<file path="src/rtl/setting_field_note.sv">
// holds no logic

</file>
<file path="src/rtl/status_cmd_pkg.sv">
// constants and carrier types of the status and command block
package status_cmd_pkg;

	// ************************************************************
	// command carrier
	// ************************************************************
	typedef enum logic [3:0] {
		OP_SETTING,
		OP_SELF_TEST,
		OP_CLEAR_STATUS,
		OP_OPC_ARM,
		OP_OPC_QUERY,
		OP_WAIT,
		OP_RESET,
		OP_EVENT_STATUS,
		OP_EVENT_ENABLE,
		OP_STATUS_BYTE,
		OP_SRQ_ENABLE,
		OP_PON_CLEAR
	} op_t;

	typedef struct packed {
		op_t         op;
		logic        query;
		logic [4:0]  sel;
		logic [15:0] arg;
	} cmd_t;

	// ************************************************************
	// status bit positions
	// ************************************************************
	localparam int ESR_OPC_BIT   = 0;
	localparam int ESR_QUERY_BIT = 2;
	localparam int ESR_DEV_BIT   = 3;
	localparam int ESR_EXEC_BIT  = 4;
	localparam int ESR_CMD_BIT   = 5;
	localparam int ESR_PON_BIT   = 7;
	localparam logic [7:0] ESR_USED_MASK = 8'hBD;
	localparam logic [7:0] ESR_RESET     = 8'h80;
	localparam int STB_MAV_BIT = 4;
	localparam int STB_ESB_BIT = 5;
	localparam int STB_RQS_BIT = 6;

	// ************************************************************
	// replies and reset values
	// ************************************************************
	localparam logic [15:0] TST_PASS      = 16'h0000;
	localparam logic [15:0] TST_MEM_FAIL  = 16'h0001;
	localparam logic [15:0] OPC_DONE_REPLY = 16'h0001;
	localparam logic [7:0]  ESE_RESET     = 8'h00;
	localparam logic [7:0]  SRE_RESET     = 8'h00;
	localparam logic        PSC_RESET     = 1'b0;

	// ************************************************************
	// setting table: index, range, reset value
	// ************************************************************
	localparam int NUM_SET = 25;
	localparam int S_EXT_CTRL = 0;
	localparam int S_ANALOG   = 1;
	localparam int S_ADJ      = 2;
	localparam int S_PWRUP    = 3;
	localparam int S_TIME_UNIT_SELECT    = 4;
	localparam int S_LOOP_RATE_SELECT    = 5;
	localparam int S_PROGRAM_NUMBER     = 10;
	localparam int S_AUTORUN  = 11;
	localparam int S_CONNECT  = 24;
	localparam logic [15:0] LOOP_RATE_SELECT_A = 16'h0001;
	localparam logic [15:0] LOOP_RATE_SELECT_B = 16'h000A;
	localparam logic [15:0] LOOP_RATE_SELECT_C = 16'h0064;

	// ext, analog, adj, pwrup, time_unit_select, loop_rate_select, vhi, vlo, fhi, flo, program_number, autorun,
	// loopcycle, step, volt, freq, delay, dwell, chi, clo, phi, plo, power_factor_upper_limit, power_factor_lower_limit, connect
	localparam logic [15:0] SET_MIN [NUM_SET] = '{
		16'h0000, 16'h0000, 16'h0000, 16'h0000, 16'h0000, 16'h0001, 16'h0000,
		16'h0000, 16'h0000, 16'h0000, 16'h0001, 16'h0000, 16'h0000, 16'h0001,
		16'h0000, 16'h0000, 16'h0000, 16'h0000, 16'h0000, 16'h0000, 16'h0000,
		16'h0000, 16'h0000, 16'h0000, 16'h0000};
	localparam logic [15:0] SET_MAX [NUM_SET] = '{
		16'h0001, 16'h0003, 16'h0001, 16'h0002, 16'h0002, 16'h0064, 16'h270F,
		16'h270F, 16'h270F, 16'h270F, 16'h0008, 16'h0001, 16'h270F, 16'h0005,
		16'h270F, 16'h270F, 16'h270F, 16'h270F, 16'h270F, 16'h270F, 16'h270F,
		16'h270F, 16'h270F, 16'h270F, 16'h0001};
	// every setting resets to the bottom of its range
	localparam logic [15:0] SET_RESET [NUM_SET] = SET_MIN;

endpackage : status_cmd_pkg

</file>
<file path="src/rtl/setting_field.sv">
// one range-checked setting register with its execution-error flag
module setting_field #(
	parameter int          W       = 16,
	parameter logic [15:0] MIN_VAL = 16'h0000,
	parameter logic [15:0] MAX_VAL = 16'h270F,
	parameter logic [15:0] RST_VAL = 16'h0000
) (
	// clock and reset
	input  wire logic         clk,
	input  wire logic         rst_b,
	// write side
	input  wire logic         wr,
	input  wire logic         defaults,
	input  wire logic         extra_ok,
	input  wire logic [W-1:0] arg,
	// result
	output logic [W-1:0]      value_ff,
	output logic              bad
);

	// out-of-range writes leave the old value
	wire in_range = (arg >= MIN_VAL[W-1:0]) && (arg <= MAX_VAL[W-1:0]) && extra_ok;
	assign bad = wr && !in_range;

	// store on a good write, restore defaults on device reset
	always_ff @(posedge clk or negedge rst_b) begin
		if (!rst_b) begin
			value_ff <= RST_VAL[W-1:0];
		end else if (defaults) begin
			value_ff <= RST_VAL[W-1:0];
		end else if (wr && in_range) begin
			value_ff <= arg;
		end
	end

endmodule // setting_field

</file>
<file path="src/rtl/status_cmd_core.sv">
// command interpreter with event status, status byte and setting store

// How it works
// [RULE1] self-test replies 0x00 on pass, 0x01 on memory failure
// [RULE2] clear-status empties the event register
// [RULE3] clear-status drops request-service summary
// [RULE4] armed completion sets event bit 0 on output power-on
// [RULE5] event query returns one byte
// [RULE6] event bits 1 and 6 read zero
// [RULE7] query error is event bit 2
// [RULE8] device-specific error is event bit 3
// [RULE9] execution error is event bit 4
// [RULE10] command error is event bit 5
// [RULE11] power-on sets event bit 7
// [RULE12] event enable mask written and stored
// [RULE13] event enable query echoes the mask
// [RULE14] status bit 4 shows a waiting reply
// [RULE15] status bit 5 is the event summary
// [RULE16] status bit 6 is the request summary
// [RULE17] status query returns all bits, unassigned ones zero
// [RULE18] service request enable written and stored
// [RULE19] service enable query echoes the mask
// [RULE20] system-control codes decoded
// [RULE21] time unit, loop rate 1/10/100 and limits echoed
// [RULE22] program 1-8, step 1-5, delay/dwell/loop 0-9999
// [RULE23] power-on clear only 0 or 1, echoed
// [RULE24] step limits, auto-run and connect flags echoed
// [RULE25] event summary is event register AND enable
// [RULE26] query error on empty read or lost reply
// [RULE27] unknown header raises command error
module status_cmd_core #(
	parameter int VAL_W = 16
) (
	// clock and reset
	input  wire logic                     CLK,
	input  wire logic                     RST_B,
	// decoded command in
	input  wire logic                     CMD_VALID,
	input  wire status_cmd_pkg::cmd_t     CMD,
	// output queue
	input  wire logic                     RSP_TAKE,
	output logic [VAL_W-1:0]              RSP_DATA,
	output logic                          MSG_AVAIL,
	// device events and pins
	input  wire logic                     OUTPUT_ON_DONE,
	input  wire logic                     DEVICE_FAULT,
	input  wire logic                     MEM_CHECK_FAIL,
	// status view
	output logic [7:0]                    STATUS_BYTE,
	output logic                          SERVICE_REQ,
	// decoded system control
	output logic                          EXT_CTRL_EN,
	output logic [1:0]                    ANALOG_SEL,
	output logic                          AUTO_ADJUST_EN,
	output logic [1:0]                    POWER_UP_MODE,
	output logic                          AUTO_RUN,
	output logic                          OUTPUT_CONNECT
);

	// ************************************************************
	// state
	// ************************************************************
	logic [7:0]       esr_ff;
	logic [7:0]       ese_ff;
	logic [7:0]       sre_ff;
	logic             psc_ff;
	logic             opc_armed_ff;
	logic             rqs_ff;
	logic             summary_d_ff;
	logic             mav_ff;
	logic [VAL_W-1:0] rsp_ff;
	logic [7:0]       stb_ff;
	logic [7:0]       stb_now;
	logic [1:0]       mem_sync_ff;
	logic [VAL_W-1:0] set_val [status_cmd_pkg::NUM_SET];
	logic [status_cmd_pkg::NUM_SET-1:0] set_bad;

	// ************************************************************
	// command decode
	// ************************************************************
	function automatic logic is_op(input status_cmd_pkg::cmd_t c, input status_cmd_pkg::op_t o);
		is_op = (c.op == o);
	endfunction

	wire cmd_q       = CMD_VALID && CMD.query;
	wire cmd_w       = CMD_VALID && !CMD.query;
	wire do_cls      = cmd_w && is_op(CMD, status_cmd_pkg::OP_CLEAR_STATUS);
	wire do_opc      = cmd_w && is_op(CMD, status_cmd_pkg::OP_OPC_ARM);
	wire do_rst      = cmd_w && is_op(CMD, status_cmd_pkg::OP_RESET);
	wire wr_ese      = cmd_w && is_op(CMD, status_cmd_pkg::OP_EVENT_ENABLE);
	wire wr_sre      = cmd_w && is_op(CMD, status_cmd_pkg::OP_SRQ_ENABLE);
	wire wr_psc      = cmd_w && is_op(CMD, status_cmd_pkg::OP_PON_CLEAR);
	wire set_sel_ok  = (CMD.sel < 5'(status_cmd_pkg::NUM_SET));
	wire wr_set      = cmd_w && is_op(CMD, status_cmd_pkg::OP_SETTING) && set_sel_ok;
	wire rd_esr      = cmd_q && is_op(CMD, status_cmd_pkg::OP_EVENT_STATUS);

	// ************************************************************
	// setting store
	// ************************************************************
	// loop rate takes only three discrete values, not a plain range
	wire loop_rate_select_ok = (CMD.arg == status_cmd_pkg::LOOP_RATE_SELECT_A) || (CMD.arg == status_cmd_pkg::LOOP_RATE_SELECT_B)
		|| (CMD.arg == status_cmd_pkg::LOOP_RATE_SELECT_C);

	// [RULE20] [RULE21] [RULE22] [RULE24] range-checked fields
	genvar gi;
	generate
		for (gi = 0; gi < status_cmd_pkg::NUM_SET; gi++) begin : g_set
			setting_field #(
				.W       (VAL_W),
				.MIN_VAL (status_cmd_pkg::SET_MIN[gi]),
				.MAX_VAL (status_cmd_pkg::SET_MAX[gi]),
				.RST_VAL (status_cmd_pkg::SET_RESET[gi])
			) u_field (
				.clk      (CLK),
				.rst_b    (RST_B),
				.wr       (wr_set && (CMD.sel == 5'(gi))),
				.defaults (do_rst),
				.extra_ok ((gi == status_cmd_pkg::S_LOOP_RATE_SELECT) ? loop_rate_select_ok : 1'b1),
				.arg      (CMD.arg),
				.value_ff (set_val[gi]),
				.bad      (set_bad[gi])
			);
		end
	endgenerate

	// ************************************************************
	// error classification
	// ************************************************************
	// [RULE27] unknown header or setting index
	logic cmd_known;
	always_comb begin
		case (CMD.op)
			status_cmd_pkg::OP_SETTING:      cmd_known = set_sel_ok;
			status_cmd_pkg::OP_SELF_TEST,
			status_cmd_pkg::OP_OPC_QUERY,
			status_cmd_pkg::OP_STATUS_BYTE,
			status_cmd_pkg::OP_EVENT_STATUS: cmd_known = CMD.query;
			status_cmd_pkg::OP_CLEAR_STATUS,
			status_cmd_pkg::OP_OPC_ARM,
			status_cmd_pkg::OP_WAIT,
			status_cmd_pkg::OP_RESET:        cmd_known = !CMD.query;
			status_cmd_pkg::OP_EVENT_ENABLE,
			status_cmd_pkg::OP_SRQ_ENABLE,
			status_cmd_pkg::OP_PON_CLEAR:    cmd_known = 1'b1;
			default:                         cmd_known = 1'b0;
		endcase
	end
	wire cmd_err = CMD_VALID && !cmd_known;

	// [RULE12] [RULE18] [RULE23] oversized mask or flag writes fail
	wire mask_bad = (wr_ese || wr_sre) && (CMD.arg > 16'h00FF);
	wire psc_bad  = wr_psc && (CMD.arg > 16'h0001);
	wire exec_err = (|set_bad) || mask_bad || psc_bad;

	// ************************************************************
	// reply selection
	// ************************************************************
	logic [VAL_W-1:0] reply;
	always_comb begin
		case (CMD.op)
			// [RULE1] self-test answer
			status_cmd_pkg::OP_SELF_TEST:    reply = mem_sync_ff[1] ? status_cmd_pkg::TST_MEM_FAIL
									: status_cmd_pkg::TST_PASS;
			status_cmd_pkg::OP_OPC_QUERY:    reply = status_cmd_pkg::OPC_DONE_REPLY;
			// [RULE5] [RULE6] event byte, unused bits masked
			status_cmd_pkg::OP_EVENT_STATUS: reply = VAL_W'(esr_ff & status_cmd_pkg::ESR_USED_MASK);
			// [RULE13] stored event mask
			status_cmd_pkg::OP_EVENT_ENABLE: reply = VAL_W'(ese_ff);
			// [RULE17] live status byte
			status_cmd_pkg::OP_STATUS_BYTE:  reply = VAL_W'(stb_now);
			// [RULE19] stored service mask
			status_cmd_pkg::OP_SRQ_ENABLE:   reply = VAL_W'(sre_ff);
			// [RULE23] power-on clear flag
			status_cmd_pkg::OP_PON_CLEAR:    reply = VAL_W'(psc_ff);
			status_cmd_pkg::OP_SETTING:      reply = set_sel_ok ? set_val[CMD.sel] : '0;
			default:                         reply = '0;
		endcase
	end
	wire push = cmd_q && cmd_known;

	// ************************************************************
	// output queue, one entry
	// ************************************************************
	// [RULE26] empty read or overwrite of an unread reply
	wire pop       = RSP_TAKE && mav_ff;
	wire query_err = (RSP_TAKE && !mav_ff) || (push && mav_ff && !RSP_TAKE);
	wire nxt_mav   = push || (mav_ff && !pop);

	always_ff @(posedge CLK or negedge RST_B) begin
		if (!RST_B) begin
			mav_ff <= 1'b0;
			rsp_ff <= '0;
		end else begin
			mav_ff <= nxt_mav;
			if (push)
				rsp_ff <= reply;
		end
	end

	// ************************************************************
	// event status register
	// ************************************************************
	// [RULE4] operation complete once armed and output power-on done
	wire opc_event = opc_armed_ff && OUTPUT_ON_DONE;
	logic [7:0] esr_set;
	always_comb begin
		esr_set = 8'h00;
		esr_set[status_cmd_pkg::ESR_OPC_BIT]   = opc_event;
		// [RULE7] query error bit
		esr_set[status_cmd_pkg::ESR_QUERY_BIT] = query_err;
		// [RULE8] device error bit
		esr_set[status_cmd_pkg::ESR_DEV_BIT]   = DEVICE_FAULT;
		// [RULE9] execution error bit
		esr_set[status_cmd_pkg::ESR_EXEC_BIT]  = exec_err;
		// [RULE10] command error bit
		esr_set[status_cmd_pkg::ESR_CMD_BIT]   = cmd_err;
	end
	// [RULE2] clear-status and the event query empty it; a new event wins
	wire esr_clr = do_cls || rd_esr;
	wire [7:0] nxt_esr = ((esr_clr ? 8'h00 : esr_ff) | esr_set) & status_cmd_pkg::ESR_USED_MASK;

	// [RULE11] power-on bit is the reset value of the register
	always_ff @(posedge CLK or negedge RST_B) begin
		if (!RST_B)
			esr_ff <= status_cmd_pkg::ESR_RESET;
		else
			esr_ff <= nxt_esr;
	end

	// operation-complete arming: clear-status or completion disarms
	always_ff @(posedge CLK or negedge RST_B) begin
		if (!RST_B)
			opc_armed_ff <= 1'b0;
		else if (do_opc)
			opc_armed_ff <= 1'b1;
		else if (opc_event || do_cls)
			opc_armed_ff <= 1'b0;
	end

	// ************************************************************
	// enable masks and power-on clear flag
	// ************************************************************
	// [RULE12] [RULE18] [RULE23] stored on a good write only
	always_ff @(posedge CLK or negedge RST_B) begin
		if (!RST_B) begin
			ese_ff <= status_cmd_pkg::ESE_RESET;
			sre_ff <= status_cmd_pkg::SRE_RESET;
			psc_ff <= status_cmd_pkg::PSC_RESET;
		end else begin
			if (wr_ese && !mask_bad)
				ese_ff <= CMD.arg[7:0];
			if (wr_sre && !mask_bad)
				sre_ff <= CMD.arg[7:0];
			if (wr_psc && !psc_bad)
				psc_ff <= CMD.arg[0];
		end
	end

	// ************************************************************
	// status byte
	// ************************************************************
	// [RULE25] summary of enabled events
	wire esb = |(esr_ff & ese_ff & status_cmd_pkg::ESR_USED_MASK);
	// bit 6 of the enable is ignored, as the summary cannot request itself
	wire [7:0] stb_src = {1'b0, 1'b0, esb, mav_ff, 4'h0};
	wire rqs_summary   = |(stb_src & sre_ff);
	// [RULE14] [RULE15] [RULE16] [RULE17] bit placement
	assign stb_now = {1'b0, rqs_ff, esb, mav_ff, 4'h0};

	// [RULE3] clear-status drops the pending request; a fresh rise wins
	wire rqs_rise = rqs_summary && !summary_d_ff;
	always_ff @(posedge CLK or negedge RST_B) begin
		if (!RST_B) begin
			rqs_ff       <= 1'b0;
			summary_d_ff <= 1'b0;
			stb_ff       <= 8'h00;
		end else begin
			summary_d_ff <= rqs_summary;
			if (rqs_rise)
				rqs_ff <= 1'b1;
			else if (do_cls || !rqs_summary)
				rqs_ff <= 1'b0;
			stb_ff <= stb_now;
		end
	end

	// ************************************************************
	// pin synchroniser
	// ************************************************************
	// memory check result comes from outside this clock
	always_ff @(posedge CLK or negedge RST_B) begin
		if (!RST_B)
			mem_sync_ff <= 2'b00;
		else
			mem_sync_ff <= {mem_sync_ff[0], MEM_CHECK_FAIL};
	end

	// ************************************************************
	// outputs
	// ************************************************************
	assign RSP_DATA       = rsp_ff;
	assign MSG_AVAIL      = mav_ff;
	assign STATUS_BYTE    = stb_ff;
	assign SERVICE_REQ    = rqs_ff;
	// [RULE20] system-control codes
	assign EXT_CTRL_EN    = set_val[status_cmd_pkg::S_EXT_CTRL][0];
	assign ANALOG_SEL     = set_val[status_cmd_pkg::S_ANALOG][1:0];
	assign AUTO_ADJUST_EN = set_val[status_cmd_pkg::S_ADJ][0];
	assign POWER_UP_MODE  = set_val[status_cmd_pkg::S_PWRUP][1:0];
	assign AUTO_RUN       = set_val[status_cmd_pkg::S_AUTORUN][0];
	assign OUTPUT_CONNECT = set_val[status_cmd_pkg::S_CONNECT][0];

endmodule // status_cmd_core

</file>
<file path="config.mk">
export PLATFORM = sky130hd
export DESIGN_NAME = status_cmd_core
export DESIGN_NICKNAME = d
export VERILOG_FILES = /design/src/rtl/setting_field_note.sv /design/src/rtl/status_cmd_pkg.sv /design/src/rtl/setting_field.sv /design/src/rtl/status_cmd_core.sv
export SDC_FILE = /design/constraint.sdc
export NUM_CORES = 1
export LEC_CHECK = 0
export ABC_AREA = 1
export BUFFER_PORTS_ARGS = -buffer_cell sky130_fd_sc_hd__buf_4
export CAP_MARGIN = 25
export CORE_MARGIN = 2
export CORE_UTILIZATION = 55
export CTS_BUF_LIST = sky130_fd_sc_hd__clkbuf_16
export DETAILED_ROUTE_END_ITERATION = 10
export HOLD_SLACK_MARGIN = 0.06
export PLACE_DENSITY = 0.73
export SLEW_MARGIN = 20
export SYNTH_ARGS = -nofsm -noshare
export SYNTH_HDL_FRONTEND = slang
export SYNTH_SLANG_ARGS = --single-unit
export TNS_END_PERCENT = 1
</file>
<file path="constraint.sdc">
create_clock -name CLK -period 1.15 [get_ports CLK]
set_clock_uncertainty 0.15 [all_clocks]
set_input_delay 0.345 -clock CLK [delete_from_list [all_inputs] [get_ports CLK]]
set_output_delay 0.345 -clock CLK [all_outputs]
set_load 0.02 [all_outputs]
</file>
==> metrics.sh <==
MAXCAPVIOLATIONS=0
DETAIL_ROUTE.ITER0.VIOLATIONS=2066
CTS-ROOT-TO-SINK-BUFFERS=3
REMAINING_DRC_ERRORS=0
POST_SYNTH_FA_HA_MAJ_AREA_FRACTION_PCT=0
POST_SYNTH_INSTANCE_AREA_MM2=0.02081
FP.DIEH_UM=198.5
VDD_DROP_MAX_mV=1.254
DETAILEDROUTE.FIRSTPASSITERATIONCOUNT=5
WORSTSETUPENDPOINTTYPE='output pin'
CRITICALPATHCATEGORY='flip-flop to output pin'
WIRE_LENGTH_OF_THE_FIRST_GLOBAL_ROUTING_PASS_UM=105700
POWER.STATIC_LEAKAGE_nW=14.19
TIMING.HOLD.WS_NS=0.1238
CRITICAL-PATH-TOP-CELL-BY-COUNT='buf_6'
CRIT_BUF_INV=2
FIRST_GLOBAL_VIAS=19090
TIMING.CRITICAL_PATH.CELLS='buf_6 -> buf_6'
SYNTH_FLOP_CELL='dfrtp_1'
REQUIRED_TIME_REPORTED_FOR_THE_CRITICAL_PATH_ENDPOINT_NS=0.65
SYNTHESIS.INSTANCES=2622
ROW_COUNT=71
MULTI_INPUT_AREA_MM2=0.008369
MUXSHAREOFSYNTHAREA_PCT=0
DESIGN.CORE.AREA_MM2=0.03749
ASYNC_FLOP_SHARE_PCT=100.0
FINAL_PERIOD_MINUS_WORST_SETUP_SLACK_NS=1.768
CTS_MADE_BUFFERS=47
DRT-TOTAL-WL_UM=68640
PLACEMENT.IO_BUFFERS=61
GPL.FINAL_WEIGHTED_CONGESTION=0.9435
FAILED_CHECKS='negative setup slack'
CP_SLOWEST_STAGE_DELAY_NS=0.42
VIAS=19820
POWER_DENSITY_mW_PER_MM2=1458
GR-TOTAL-OVERFLOW=0
OUTCOME='finished, violations left'
DP_HPWL_UM=46580
SYNTH_ENABLE_FLOP_CELLS=0
FP.DIEW_UM=198.5
NUMBER_OF_UNIQUE_STANDARD_CELL_TYPES_USED_BY_SYNTHESIS=38
SHARE_OF_LAYOUT_CELLS_ABOVE_DRIVE_STRENGTH_1_PCT=24.30
CLK_TRANSITION_REPORTED_PATHS_NS=0.06
RSZ0062_AT_GRT='true'
WL_PER_CELL_UM=19.28
SEQ_AREA_MM2=0.01122
LAYOUT_SETUP_WS_NS=-0.6181
INITIAL_CORE_UTIL_PCT=55.52
CRIT_FAMILY='flip-flops'
SHARE_OF_SYNTHESIZED_AREA_OCCUPIED_BY_FLIP_FLOPS_AND_LATCHES_PCT=53.89
TRITONCTS='yes'
AREA_DELTA_SYNTH_FINAL_PCT=33.22
SYNTHMOSTINSTANTIATEDCELL='nand2_1'
CLOCK_TREE.ROOT_CELL='clkbuf_16'
YS_TOP_CELLS_BY_COUNT='759 x nand2_1, 444 x dfrtp_1, 292 x nor2_1, 256 x inv_1, 256 x o21ai_0'
FIN_TOTAL_PWR_mW=40.42
CLK_SINK_COUNT=448
LAYOUT_WORST_PATH_CYCLE_SHARE_PCT=153.8
LAYOUT.FILLER_CELLS=2746
FINAL-MAX-SLEW-VIOLATION-COUNT=0
FMAXACHIEVABLE_MHz=565.6
TIMING.FINAL.SETUP_VIOLATIONS=461
SYNTH_COMPOUND_AREA_SHARE_PCT=11.15
FINAL-HOLD-VIOLATION-COUNT=0
DIE_AREA_MM2=0.03942
LARGEST_NET_DEGREE_AT_THE_START_OF_GLOBAL_ROUTING=83
NUMNETS_FINAL=3049
CLKLATENCYLATEPIN_NS=0.60
DOMINANT_COMBINATIONAL_CELL_FAMILY_BY_AREA_AFTER_SYNTHESIS='simple AND/OR/NAND/NOR gates'
SYNTH.AVG_CELL_AREA_UM2=7.938
DETAIL-ROUTE-ANTENNA-NETS=0
CRITICAL_PATH.MAX_FANOUT=2
SYNTH.AREA.TOP_CELLS='dfrtp_1 53%, nand2_1 14%, o21ai_0 6.2%, nor2_1 5.3%, nand3_1 4.7%'
CRITPATHSLOWESTCELL='dfrtp_1'
ANTENNA-DIODE-COUNT=0
TIMING.CRITICAL_PATH.ARRIVAL_NS=1.27
YOSYSTOPAREACELLSHARE_PCT=53.38
GRTUSAGETOTAL_PCT=35.26
NUMBER_OF_ANTENNA_VIOLATIONS_AT_THE_FIRST_CHECK_IN_GLOBAL_ROUTING=0
HTREEDEPTH=2
YS_FF_LATCH=448
YOSYS.AREA_SHARE.SIMPLE_PCT=26.12
SYNTH_TOP_AREA_CELL='dfrtp_1'
FIN_TNS_SETUP_NS=-104.43
STARTPOINT_TYPE='flip-flop'
HOLD_PATH_CLASS='primary input to flip-flop'
POST_SYNTH_XOR_AREA_FRACTION_PCT=0
DETAIL_ROUTE.VIAS_PER_CELL=5.567
YOSYS_WARNINGS=0
IO_PINS=67
## worst min-delay path, delay by kind of cell
family | cells | cell delay, ns
AND/OR/NAND/NOR | 3 | 0.20
buffers and inverters | 3 | 0.30
## sequential cells by signal (all words and copies together), names as in the netlist, 2 cells and up
name / flops
RSP_DATA: 16
sre_ff: 8
STATUS_BYTE: 3
mem_sync_ff: 2
g_set.u_field.value_ff: 400
esr_ff: 6
ese_ff: 8
## path summary, 6_finish.rpt
check                                                    startpoint                                   endpoint  slack, ns  cells past startpoint
max in group asynchronous                                     RST_B  g_set[16].u_field.value_ff[0]$_DFFE_PN0P_       0.18                      4
min reg2reg                                mem_sync_ff[0]$_DFF_PN0_                   mem_sync_ff[1]$_DFF_PN0_       0.20                      0
min in group asynchronous                                     RST_B                    RSP_DATA[6]$_DFFE_PN0P_       0.18                      3
max reg2reg                g_set[3].u_field.value_ff[3]$_DFFE_PN0P_                    RSP_DATA[3]$_DFFE_PN0P_      -0.48                     12
max                                         SERVICE_REQ$_DFFE_PN0P_                                SERVICE_REQ      -0.62                      2
min                                                          CMD[2]   g_set[5].u_field.value_ff[2]$_DFFE_PN0P_       0.12                      6
## where the power goes
part | internal, mW | total [mW] | switching, mW
registers | 17.9 | 18.9 | 1.01
clock network | 8.07 | 14.5 | 6.39
logic | 3.12 | 7.07 | 3.95
total | 29.1 | 40.4 | 11.3
## metrics by stage
| stage | setup slack [ns] | util [%] | area (µm²) | cells |
|---|---|---|---|---|
| after global routing | -0.6359 | 73.96 | 27730 | 3560 |
| after global placement | -1.297 | 67.38 | 25260 | 3461 |
| final | -0.6181 | 73.96 | 27730 | 3560 |
| after CTS | -0.6173 | 73.17 | 27430 | 3557 |
| after detailed placement | -1.300 | 67.38 | 25260 | 3461 |
| after floorplan | -0.7649 | - | 20850 | 2626 |
## final cells by class
| class | instances | area share [%] |
|---|---|---|
| clock buffers | 47 | 4.242 |
| well taps | 511 | 2.306 |
| multi-input cells | 1747 | 30.18 |
| flip-flops and latches | 448 | 40.46 |
| inverters | 264 | 3.605 |
| clock inverters | 35 | 0.9115 |
| repair buffers | 508 | 18.29 |
## metal layers
layer | vias to the layer above | track usage, % | wire (µm)
li1 | 9142 | - | -
met1 | 9657 | 48.70 | 28200
met2 | 858 | 55.79 | 31880
met3 | 160 | 5.866 | 5799
met4 | 0 | 14.32 | 2760
met5 | - | 0 | 0
## cells by family after synthesis
group | after synthesis
flops | 448
simple gates | 1324
compound gates | 418
other cells | 1
buf+inv | 431
## what timing repair did
item	CTS	global route
buffers inserted	4	3
setup endpoints to repair	462	472
gates resized for setup	189	86
endpoints found under the hold margin	463	0
pin swaps	21	17
hold buffers	10	0
cloned	0	0
## layout by cell type (no fill, tap or decap), types with 18 or more instances in the layout
master     count
nand2_1      714
dfrtp_1      441
buf_4        347
inv_1        252
nor2_1       247
o21ai_0      237
nand3_1      178
buf_6         73
buf_12        72
o21ai_1       54
clkbuf_16     47
nand2_2       44
nand4_1       42
a22oi_1       41
o22ai_1       30
nor2_4        29
nor2_2        28
a21oi_1       24
nand3_2       18
Power figures use the tool's default switching activity.
